<file path="config.mk">
export PLATFORM = sky130hd
export DESIGN_NAME = bsr_reporter_flat
export DESIGN_NICKNAME = d
export VERILOG_FILES = /design/src/design/bsr_pkg.sv /design/src/design/bsr_link_if.sv /design/src/design/bsr_reporter.sv /design/src/flat_wrapper.sv
export SDC_FILE = /design/constraint.sdc
export NUM_CORES = 2
export LEC_CHECK = 0
export BUFFER_PORTS_ARGS = -buffer_cell sky130_fd_sc_hd__buf_2
export CORE_MARGIN = 2
export CORE_UTILIZATION = 45
export CTS_CLUSTER_SIZE = 30
export DETAILED_ROUTE_END_ITERATION = 6
export PLACE_DENSITY = 0.66
export SLEW_MARGIN = 20
export SYNTH_ARGS = -nofsm -noshare
export SYNTH_HDL_FRONTEND = slang
export SYNTH_SLANG_ARGS = --single-unit
</file>
<file path="constraint.sdc">
create_clock -name core_clk -period 3.3 [get_ports core_clk]
set_input_delay 0.33 -clock core_clk [delete_from_list [all_inputs] [get_ports core_clk]]
set_output_delay 0.33 -clock core_clk [all_outputs]
set_load 0.02 [all_outputs]
</file>
<file path="src/design/bsr_pkg.sv">
// Package holding constants shared by both ends of the statistics reporter.
package bsr_pkg;

  // Category count constant, not used; the reporter counts ACT_W (14) activity categories.
  localparam int unsigned NUM_CATEGORIES = 12;
  // Words in one statistics structure.
  localparam int unsigned STRUCT_WORDS = 16;
  // Bus clock cycles between two structure rewrites.
  localparam int unsigned REPORT_PERIOD_CYC = 4096;
  // Width of the reporting address.
  localparam int unsigned REPORT_ADDR_W = 40;

  // Programming flag carried in the upper destination word.
  localparam logic [31:0] UPPER_DEST_PROG = 32'h8000_0000;
  // Target bus identifier field of the upper destination word.
  localparam int unsigned TGT_BUS_LSB = 24;
  localparam logic [7:0] TGT_BUS_ID = 8'h00;
  // Lower destination word field positions.
  localparam int unsigned TGT_BOARD_LSB = 24;
  localparam logic [7:0] TGT_BOARD_ID = 8'h00;
  localparam int unsigned SE_LSB = 3;
  localparam int unsigned SE_W = 4;
  // Enable field codes.
  localparam logic [3:0] SE_ENABLE = 4'h1;
  localparam logic [3:0] SE_DISABLE = 4'h0;
  // Whole lower word values for enable and disable.
  localparam logic [31:0] LOWER_DEST_ENABLE = 32'h0000_0008;
  localparam logic [31:0] LOWER_DEST_DISABLE = 32'h0000_0000;
  // Byte count of a programming transfer: one doubleword.
  localparam logic [31:0] PROG_BYTE_COUNT = 32'h0000_0008;

  // Fixed tags placed in the upper halves of words 0 and 1.
  localparam logic [15:0] WORD0_TAG = 16'h0000;
  localparam logic [15:0] WORD1_TAG = 16'h0001;
  // Word 15 field positions.
  localparam int unsigned W15_XFER_LSB = 0;
  localparam int unsigned W15_MGRANT_LSB = 6;
  localparam int unsigned W15_TURN_LSB = 8;
  localparam int unsigned W15_BURST_ID_LSB = 12;
  localparam int unsigned W15_FAILOVER_BIT = 31;

  // Completion time limit and its count in 50 ns cycles (longest, rounded down).
  localparam int unsigned CLK_PERIOD_NS = 50;
  localparam int unsigned DONE_LIMIT_NS = 5000;
  localparam int unsigned DONE_LIMIT_CYC = DONE_LIMIT_NS / CLK_PERIOD_NS;

  // Category indices of the activity input vector.
  localparam int unsigned CAT_IDLE = 0;
  localparam int unsigned CAT_TURN = 1;
  localparam int unsigned CAT_SEMA = 2;
  localparam int unsigned CAT_ADDR = 3;
  localparam int unsigned CAT_NODE0 = 4;
  localparam int unsigned CAT_SINGLE = 12;
  localparam int unsigned CAT_BURST = 13;
  // Width of the activity strobe vector.
  localparam int unsigned ACT_W = 14;

endpackage

</file>
<file path="src/design/bsr_link_if.sv">
// Interface joining the programming node and the statistics reporter.
`timescale 1ns/1ps
interface bsr_link_if;
  // Programming transfer, offered by the node.
  logic        prog_valid;
  logic        prog_ready;
  logic [31:0] upper_destination_word;
  logic [31:0] lower_destination_word;
  logic [31:0] byte_count_word;
  logic [63:0] source_address_word;
  // Completion pulse back to the node.
  logic        transfer_complete_indication;
  // Structure writes from the reporter.
  logic        wr_valid;
  logic        wr_ready;
  logic [39:0] wr_addr;
  logic [31:0] wr_data;
  logic        wr_last;

  // Reporter end.
  modport reporter (
    input  prog_valid, upper_destination_word, lower_destination_word,
    input  byte_count_word, source_address_word, wr_ready,
    output prog_ready, transfer_complete_indication,
    output wr_valid, wr_addr, wr_data, wr_last
  );
  // Programming node end.
  modport node (
    output prog_valid, upper_destination_word, lower_destination_word,
    output byte_count_word, source_address_word, wr_ready,
    input  prog_ready, transfer_complete_indication,
    input  wr_valid, wr_addr, wr_data, wr_last
  );
endinterface

</file>
<file path="src/design/bsr_reporter.sv">
// Statistics reporter end: counters, programming decode and periodic structure writer.
`timescale 1ns/1ps

// What this block does
// - Count fourteen categories, write structure when enabled
// - Rewrite structure every 4096 bus cycles
// - Programming captures 40-bit address and enable
// - Captured address is the word 0 write destination
// - Node sets programming flag, bus id zero
// - Enable field one (lower word eight) enables, zero disables
// - Byte count one doubleword; source holds address
// - Software picks doubleword aligned reporting address
// - Words 0-14 tags and counts layout
// - Word 15 burst count and jumpers
// - Bits 5-0 transfer, 7-6 multi-grant jumpers
// - Bits 11-8 turnaround, 15-12 burst requester
// - Bit 31 flags failover primary status
// - Disable clears any pending enabled state
// - Completion signalled within five microseconds
// - No structure writes after disable
module bsr_reporter
  import bsr_pkg::*;
#(
  parameter int unsigned CNT_W  = 16,
  parameter int unsigned PERIOD = REPORT_PERIOD_CYC
) (
  input  wire logic              core_clk,
  input  wire logic              sys_rst,
  bsr_link_if.reporter           link,
  input  wire logic [ACT_W-1:0]  activity,
  input  wire logic [5:0]        xfer_count_jumpers,
  input  wire logic [1:0]        multi_grant_jumpers,
  input  wire logic [3:0]        turnaround_jumpers,
  input  wire logic [3:0]        burst_requester_jumpers,
  input  wire logic              failover_primary_indicator,
  output logic                   reporting_enabled
);

  // Writer states: idle between periods, or streaming the 16 words.
  typedef enum logic [0:0] {BSR_IDLE, BSR_SEND} bsr_state_t;

  bsr_state_t                 state_reg;        // Writer state.
  logic                       enable_reg;       // Reporting enabled.
  logic [REPORT_ADDR_W-1:0]   addr_reg;         // Captured reporting address.
  logic [ACT_W-1:0][CNT_W-1:0] cnt_reg;         // Category counters.
  logic [ACT_W-1:0][CNT_W-1:0] snap_reg;        // Snapshot taken at period end.
  logic [31:0]                period_reg;       // Cycles since last period start.
  logic [3:0]                 word_idx_reg;     // Word being produced.
  logic                       done_reg;         // Completion pulse.
  logic                       prog_hit;         // Valid programming transfer taken.
  logic                       prog_en;          // Decoded enable of that transfer.
  logic                       period_end;       // Period counter wrapped.
  logic [31:0]                word_data;        // Structure word for current index.
  // Two-entry output buffer so a stalled receiver loses no word.
  logic [1:0][72:0]           buf_reg;
  logic [1:0]                 buf_cnt_reg;
  logic                       push;
  logic                       pop;

  // The reporter always accepts programming; completion is one cycle later.
  assign link.prog_ready = 1'b1;

  assign prog_hit = link.prog_valid
    && link.upper_destination_word[31]
    // The bus id field shares its top bit with the programming flag, so only
    // the seven bits below the flag are compared against the target id.
    && (link.upper_destination_word[TGT_BUS_LSB +: 7] == TGT_BUS_ID[6:0])
    && (link.lower_destination_word[TGT_BOARD_LSB +: 8] == TGT_BOARD_ID);
  assign prog_en = (link.lower_destination_word[SE_LSB +: SE_W] == SE_ENABLE);

  // Enable and address capture.
  always_ff @(posedge core_clk) begin
    if (sys_rst) begin
      enable_reg <= 1'b0;
      addr_reg   <= '0;
    end else if (prog_hit) begin
      enable_reg <= prog_en;
      if (prog_en) begin
        addr_reg <= link.source_address_word[REPORT_ADDR_W-1:0];
      end
    end
  end

  always_ff @(posedge core_clk) begin
    if (sys_rst) begin
      done_reg <= 1'b0;
    end else begin
      done_reg <= prog_hit;
    end
  end
  assign link.transfer_complete_indication = done_reg;
  assign reporting_enabled = enable_reg;

  assign period_end = enable_reg && (period_reg == 32'(PERIOD - 1));
  always_ff @(posedge core_clk) begin
    if (sys_rst || !enable_reg || prog_hit) begin
      period_reg <= '0;
    end else if (period_end) begin
      period_reg <= '0;
    end else begin
      period_reg <= period_reg + 32'd1;
    end
  end

  // Category counters, one per activity strobe.
  genvar g;
  generate
    for (g = 0; g < ACT_W; g++) begin : g_cnt
      always_ff @(posedge core_clk) begin
        if (sys_rst || (prog_hit && prog_en && !enable_reg)) begin
          cnt_reg[g] <= '0;
        end else if (enable_reg && activity[g]) begin
          cnt_reg[g] <= cnt_reg[g] + CNT_W'(1);
        end
      end
    end
  endgenerate

  // Snapshot keeps the structure coherent while counters keep running.
  always_ff @(posedge core_clk) begin
    if (sys_rst) begin
      snap_reg <= '0;
    end else if (period_end && state_reg == BSR_IDLE) begin
      snap_reg <= cnt_reg;
    end
  end

  // Writer state machine; a period that ends mid-stream is skipped.
  always_ff @(posedge core_clk) begin
    if (sys_rst) begin
      state_reg    <= BSR_IDLE;
      word_idx_reg <= '0;
    end else begin
      case (state_reg)
        BSR_IDLE: begin
          if (period_end) begin
            state_reg    <= BSR_SEND;
            word_idx_reg <= '0;
          end
        end
        BSR_SEND: begin
          if (!enable_reg) begin
            state_reg <= BSR_IDLE;
          end else if (push) begin
            word_idx_reg <= word_idx_reg + 4'd1;
            if (word_idx_reg == 4'(STRUCT_WORDS - 1)) begin
              state_reg <= BSR_IDLE;
            end
          end
        end
        default: begin
          state_reg <= BSR_IDLE;
        end
      endcase
    end
  end

  // Structure word selection.
  always_comb begin
    word_data = '0;
    case (word_idx_reg)
      4'h0: word_data = {WORD0_TAG, 16'h0000};
      4'h1: word_data = {WORD1_TAG, 16'h0000};
      4'hf: begin
        word_data[31:16] = snap_reg[CAT_BURST];
        word_data[W15_XFER_LSB +: 6]   = xfer_count_jumpers;
        word_data[W15_MGRANT_LSB +: 2] = multi_grant_jumpers;
        word_data[W15_TURN_LSB +: 4]     = turnaround_jumpers;
        word_data[W15_BURST_ID_LSB +: 4] = burst_requester_jumpers;
        word_data[W15_FAILOVER_BIT] = failover_primary_indicator;
      end
      // counts in words 2 to 14
      default: word_data = {16'h0000, snap_reg[word_idx_reg - 4'd2]};
    endcase
  end

  // Output buffer: push while streaming, pop when the receiver is ready.
  assign push = (state_reg == BSR_SEND) && enable_reg && (buf_cnt_reg != 2'd2);
  assign pop  = (buf_cnt_reg != 2'd0) && link.wr_ready;

  always_ff @(posedge core_clk) begin
    if (sys_rst || !enable_reg) begin
      buf_cnt_reg <= '0;
      buf_reg     <= '0;
    end else begin
      if (pop) begin
        buf_reg[0] <= buf_reg[1];
      end
      if (push) begin
        buf_reg[buf_cnt_reg - (pop ? 2'd1 : 2'd0)] <=
          {word_idx_reg == 4'hf, addr_reg + {word_idx_reg, 2'b00}, word_data};
      end
      buf_cnt_reg <= buf_cnt_reg + (push ? 2'd1 : 2'd0) - (pop ? 2'd1 : 2'd0);
    end
  end

  assign link.wr_valid = (buf_cnt_reg != 2'd0);
  assign link.wr_data  = buf_reg[0][31:0];
  assign link.wr_addr  = buf_reg[0][71:32];
  assign link.wr_last  = buf_reg[0][72];

endmodule

</file>
<file path="src/flat_wrapper.sv">
// flat-port wrapper written by rule: the top's interface ports become plain ports
module bsr_reporter_flat import bsr_pkg::*;
#(
  parameter int unsigned CNT_W  = 16,
  parameter int unsigned PERIOD = REPORT_PERIOD_CYC
)
  (core_clk, sys_rst, activity, xfer_count_jumpers, multi_grant_jumpers, turnaround_jumpers, burst_requester_jumpers, failover_primary_indicator, reporting_enabled, link_prog_valid, link_upper_destination_word, link_lower_destination_word, link_byte_count_word, link_source_address_word, link_wr_ready, link_prog_ready, link_transfer_complete_indication, link_wr_valid, link_wr_addr, link_wr_data, link_wr_last);
  bsr_link_if link_i ();
  input  wire logic core_clk;
  input  wire logic sys_rst;
  input  wire logic [ACT_W-1:0] activity;
  input  wire logic [5:0] xfer_count_jumpers;
  input  wire logic [1:0] multi_grant_jumpers;
  input  wire logic [3:0] turnaround_jumpers;
  input  wire logic [3:0] burst_requester_jumpers;
  input  wire logic failover_primary_indicator;
  output logic reporting_enabled;
  input wire logic [$bits(link_i.prog_valid)-1:0] link_prog_valid;
  input wire logic [$bits(link_i.upper_destination_word)-1:0] link_upper_destination_word;
  input wire logic [$bits(link_i.lower_destination_word)-1:0] link_lower_destination_word;
  input wire logic [$bits(link_i.byte_count_word)-1:0] link_byte_count_word;
  input wire logic [$bits(link_i.source_address_word)-1:0] link_source_address_word;
  input wire logic [$bits(link_i.wr_ready)-1:0] link_wr_ready;
  output wire logic [$bits(link_i.prog_ready)-1:0] link_prog_ready;
  output wire logic [$bits(link_i.transfer_complete_indication)-1:0] link_transfer_complete_indication;
  output wire logic [$bits(link_i.wr_valid)-1:0] link_wr_valid;
  output wire logic [$bits(link_i.wr_addr)-1:0] link_wr_addr;
  output wire logic [$bits(link_i.wr_data)-1:0] link_wr_data;
  output wire logic [$bits(link_i.wr_last)-1:0] link_wr_last;
  assign link_i.prog_valid = link_prog_valid;
  assign link_i.upper_destination_word = link_upper_destination_word;
  assign link_i.lower_destination_word = link_lower_destination_word;
  assign link_i.byte_count_word = link_byte_count_word;
  assign link_i.source_address_word = link_source_address_word;
  assign link_i.wr_ready = link_wr_ready;
  assign link_prog_ready = link_i.prog_ready;
  assign link_transfer_complete_indication = link_i.transfer_complete_indication;
  assign link_wr_valid = link_i.wr_valid;
  assign link_wr_addr = link_i.wr_addr;
  assign link_wr_data = link_i.wr_data;
  assign link_wr_last = link_i.wr_last;
  bsr_reporter #(.CNT_W(CNT_W), .PERIOD(PERIOD)) u_core (.core_clk(core_clk), .sys_rst(sys_rst), .link(link_i), .activity(activity), .xfer_count_jumpers(xfer_count_jumpers), .multi_grant_jumpers(multi_grant_jumpers), .turnaround_jumpers(turnaround_jumpers), .burst_requester_jumpers(burst_requester_jumpers), .failover_primary_indicator(failover_primary_indicator), .reporting_enabled(reporting_enabled));
endmodule
</file>
# --- Word-level counts from Yosys, hierarchy flattened ---
# Cells that the tools add are included.
# W data, S select, Z words.
totals:
  wordCells: 126
  reg_bits: 675
  out_inout_bits: 77
  inputBits: 195
classes:
  magnitude_cmp: 3
  n_bitwise: 1
  n_mux: 20
  reduce_logical: 36
  addsub: 21
  n_eq_ne: 8
ops:
  columns: ["operator", "count"]
  rows:
  - ["$mux W73", 4]
  - ["$add A16 B1 Y16 const B", 14]
  - ["$bwmux W146", 1]
  - ["$pmux W32 S3", 1]
  - ["$demux W73 S1", 1]
  - ["$bmux W16 S4", 1]
  - ["$add A40 B6 Y40", 1]
  - ["$add A32 B1 Y32 const B", 1]
  - ["$eq A32 B12 Y1 const B", 1]
  - ["$logic_and A1 B1 Y1", 25]
  - ["$mux W16", 1]
  - ["$mux W4", 3]
  - ["$eq A4 B1 Y1 const B", 2]
  - ["$logic_not A8 Y1", 1]
  - ["$pmux W4 S2", 1]
  - ["$logic_not A7 Y1", 1]
  - ["$mux W1", 6]
  - ["$ne A2 B2 Y1 const B", 3]
  - ["$lt A4 B5 Y1 const B", 1]
  - ["$add A4 B1 Y4 const B", 1]
  - ["$eq A4 B4 Y1 const B", 1]
  - ["$logic_not A4 Y1", 1]
  - ["$sub A2 B2 Y2", 2]
  - ["$sub A4 B2 Y4 const B", 1]
  - ["other kinds (12)", 14]

# --- Longest topological paths before layout ---
depth:
  depth_word: 10
  depth_mapped: 12

# --- Worst setup path before layout ---
# OpenSTA, ideal clock, no wires.
synth_path:
  path_kind: "reg-to-reg"
  from: "register u_core.word_idx_reg[1]"
  to: "register u_core.buf_reg[133] (netlist name)"
  n_path_buf: 3
  path_slack_ns: 0.255
  t_arrival_ns: 2.912
  synth_period_minus_slack_ns: 3.045
  stages_incl_launch_ff: 11
  t_required_ns: 3.168
  setup_ns: 0.132
  cell_sequence: "dfxtp_1 clkbuf_1 buf_2 buf_2 inv_1 fa_1 nor2b_1 o2111ai_1 or4_1 xor2_1 a21oi_1"
synth_via:
  elab_chain_len: 2
synth_rtl:
  columns: ["element", "line_no", "source"]
  rows:
  - ["start: declaration", "bsr_reporter.sv:48", "logic [3:0] word_idx_reg;"]
  - ["start signal: assignment", "bsr_reporter.sv:145", "word_idx_reg <= word_idx_reg + 4'd1;"]
  - ["$add A40 B6 Y40", "bsr_reporter.sv:191", "{word_idx_reg == 4'hf, addr_reg + {word_idx_reg, 2'b00}, word_data};"]
  - ["$bwmux W146", "bsr_reporter.sv:190", "buf_reg[buf_cnt_reg - (pop ? 2'd1 : 2'd0)] <="]
  - ["end signal: indexed assignment", "bsr_reporter.sv:190", null]
  - ["end: declaration", "bsr_reporter.sv:55", "logic [1:0][72:0] buf_reg;"]
# Every way passes these cells.
# A chain may end at the register's enable or synchronous reset.

# --- Worst setup path after layout ---
layout_path:
  from: "register u_core.word_idx_reg[2]"
  to: "register u_core.buf_reg (netlist bit u_core.link.wr_data[1])"
layout_via:
  elab_chain_len: 6
  elab_cells_between_ends: 9
layout_rtl:
  columns: ["element", "line_no", "source"]
  rows:
  - ["$sub A4 B2 Y4", "bsr_reporter.sv:173", "default: word_data = {16'h0000, snap_reg[word_idx_reg - 4'd2]};"]
  - ["$bmux W16 S4", "bsr_reporter.sv:173", null]
  - ["$mux W16 (implied by the code)", "bsr_reporter.sv:173", null]
  - ["$pmux W32 S3 *", "bsr_reporter.sv:161", "case (word_idx_reg)"]
  - ["$bwmux W146 *", "bsr_reporter.sv:190", null]
  - ["$mux W73 *", "bsr_reporter.sv:189", "if (push) begin"]
# Mark *: on every way between the ends. The rest lies on a longest branch, timed or not. The select of a mux whose other input is x is not followed.

==> reports/results.txt <==
Status: completed
PortBufs: 170
# Post-CTS Setup Buffers: 0
Design Power: 0.0164 W
Worst skew pair latency: 620 ps
Iter 0 DRT Violations: 1876
Row Count: 95
WP data arrival: 3510 ps
First-pass GRT wire length: 124000 um
Filler Cell Count: 6350
Fin Setup TNS: 0 ps
Critical Path Fanout Max: 17
Ys async rst share: 0
CTS root buf: clkbuf_16
Synthesized cell area: 0.0302 sq mm
Minimum clock period: 3020 ps
Num CTS Buffers: 73
Final wirelength: 76600 um
Post-route DRC: 0
DRT antenna net count: 0
Chip width: 263 um
Syn Nets: 3944
WL/cell: 16.4 um
Worst VDD drop: 0.000354 V
Area contributors post-synth: dfxtp_1, nand2_1, a21oi_1
Leakage: 11.8 nW
Vias in the first global route: 23200
Routability cong.: 0.828
Core area: 0.0668 sq mm
RSZ-0062 raised after global routing: false
Cell count after synthesis: 3722
Main synth FF type: dfxtp_1
Global route total overflow: 0
Worst slew pin tran: 1100 ps
Cts hold-fix bufs: 44
Register area share after synthesis: 0.447
Area Overhead vs Synth: 12.6%
Final Skew: 30.5 ps
Pin count of the biggest net entering global routing: 226
Synthesis Warnings: 0
H-tree depth: 3
Worst hold-check path type: in -> reg
Pre-Repair DR Iteration Count: 6
Syn avg cell area: 8.12 sq um
Critical path start-end classification: reg -> reg
PD cells: 483 mW/mm^2
DR vias: 25100
CTS Sinks: 675
Dpl cells: 4494
Reg2reg setup slack: 280 ps
Post-CTS resize count: 0
Die height: 263 um
Final Max Slew Viols: 0
Max Cap Viol: 0
Placed Area: 0.0312 sq mm
Hpwl dp: 49900 um
Final hold violations: 0
Crit share post-route: 0.916
Cell area after layout: 0.0340 sq mm
Final setup viols: 0
Flops & latches, synth: 675
Rel. slew slack: 0.268
Initial antenna violation count: 7
IO Pins: 272
Max clock buf depth: 3
Most area-hungry cell type in the Yosys netlist: dfxtp_1
Overall Global Routing Usage: 0.216
CP startpoint kind: flop
Critical Path RT: 3780 ps
Layout cells sized above 1: 0.108
Number of synthesized flops with an enable pin: 0
Initial Util: 0.452
Fmax: 0.331 GHz
Setup crit end kind: flop
Fin nets: 3962
Yosys cell types: 54
Die area: 0.0692 sq mm
DR vias/cell: 5.38
Finished Layout Cells: 4670
Clk pin slew, worst setup/hold paths: 60 ps
Top-area cell type share of the netlist area: 0.447
Finished Core Util: 0.510
CTS tree: built
cell usage in the layout (no fill, tap or decap), types with 44 or more instances in the layout:
| cell | n |
|---|---|
| and3_1 | 59 |
| dlygate4sd3_1 | 44 |
| dfxtp_1 | 673 |
| xnor2_1 | 110 |
| nor2_1 | 302 |
| nand2_1 | 860 |
| clkbuf_16 | 76 |
| a21oi_1 | 407 |
| mux2i_1 | 64 |
| nand4_1 | 73 |
| buf_2 | 169 |
| mux2_2 | 59 |
| o21ai_0 | 85 |
| nand3_1 | 135 |
| xor2_1 | 161 |
critical path, cell delays in order, from the launching register on:
cell and delay, ps:
dfxtp_1 470, inv_1 120, ha_1 430, and2_1 650, buf_4 360, a22oi_1 130
a221o_1 340, nand3_1 240, a21boi_0 130
routing by layer:
metal  routed length (um)  vias up  GRT usage
li1                     -    12600          -
met1                35500    11900      0.299
met2                35000      527      0.351
met3                 4620       99     0.0353
met4                 1420        2     0.0562
met5                    8        -          0
synth_stat cells (2+ instances only):
master / instances
ha_1: 26
a311oi_1: 32
and4_1: 24
nand2_1: 860
mux2i_1: 64
buf_4: 73
nor3b_1: 2
and2_1: 12
o21ai_0: 86
mux2_2: 59
a222oi_1: 16
a211oi_1: 10
nand3_1: 136
or3_1: 4
xor2_1: 162
nor4_1: 30
and3_1: 60
a31oi_1: 31
nor2_1: 304
a22oi_1: 32
nor2b_1: 5
nand2b_1: 8
nor4b_1: 6
or4_1: 2
buf_2: 31
nor3_1: 37
or2_2: 3
o21a_1: 2
clkbuf_1: 187
a221o_1: 16
nand3b_1: 32
dfxtp_1: 675
o211ai_1: 2
buf_1: 19
inv_1: 25
a21oi_1: 407
a21boi_0: 28
nand4_1: 73
xnor2_1: 110
buf_6: 17
path summary, 6_finish.rpt:
kind         cells after the start                      to              startpoint
max                              8  u_core.link.wr_data[1]  u_core.word_idx_reg[2]
min                              4     u_core.cnt_reg[192]            activity[12]
max reg2reg                      8  u_core.link.wr_data[1]  u_core.word_idx_reg[2]
min reg2reg                      2    u_core.snap_reg[204]    u_core.snap_reg[204]
power breakdown:
group          total (W)   switching [W]  leakage (nW)  internal [W]
Clock            0.00803         0.00335          1.15       0.00468
Sequential       0.00815  0.000000000667          5.43       0.00815
Combinational   0.000268        0.000161          5.18      0.000107
through the flow:
stage	setup slack (ps)	hold slack, ps
final	278	60.3
after global routing	126	70.7
after CTS	346	26.4
after detailed placement	349	439
after global placement	414	434
after floorplan	255	428
cell families after synthesis:
family,Yosys count,share of synthesized area
buffers and inverters,352,0.0583
multiplexers,123,0.0432
AND/OR/NAND/NOR,1601,0.232
flip-flops,675,0.447
adder cells (fa/ha/maj),27,0.0114
AO/OA/AOI/OAI,671,0.129
XOR/XNOR,272,0.0788
other,1,0.000124
area by class of cell:
class | count | area, sq um | share of cell area
diodes | 5 | 12.5 | 0.000368
clock buffers | 110 | 2150 | 0.0631
clock inverters | 17 | 193 | 0.00566
inverters | 25 | 93.8 | 0.00276
multi-input cells | 2695 | 15000 | 0.442
flip-flops and latches | 675 | 13500 | 0.397
well taps | 873 | 1090 | 0.0321
repair buffers | 270 | 1950 | 0.0572
(Power assumes the default switching activity.)
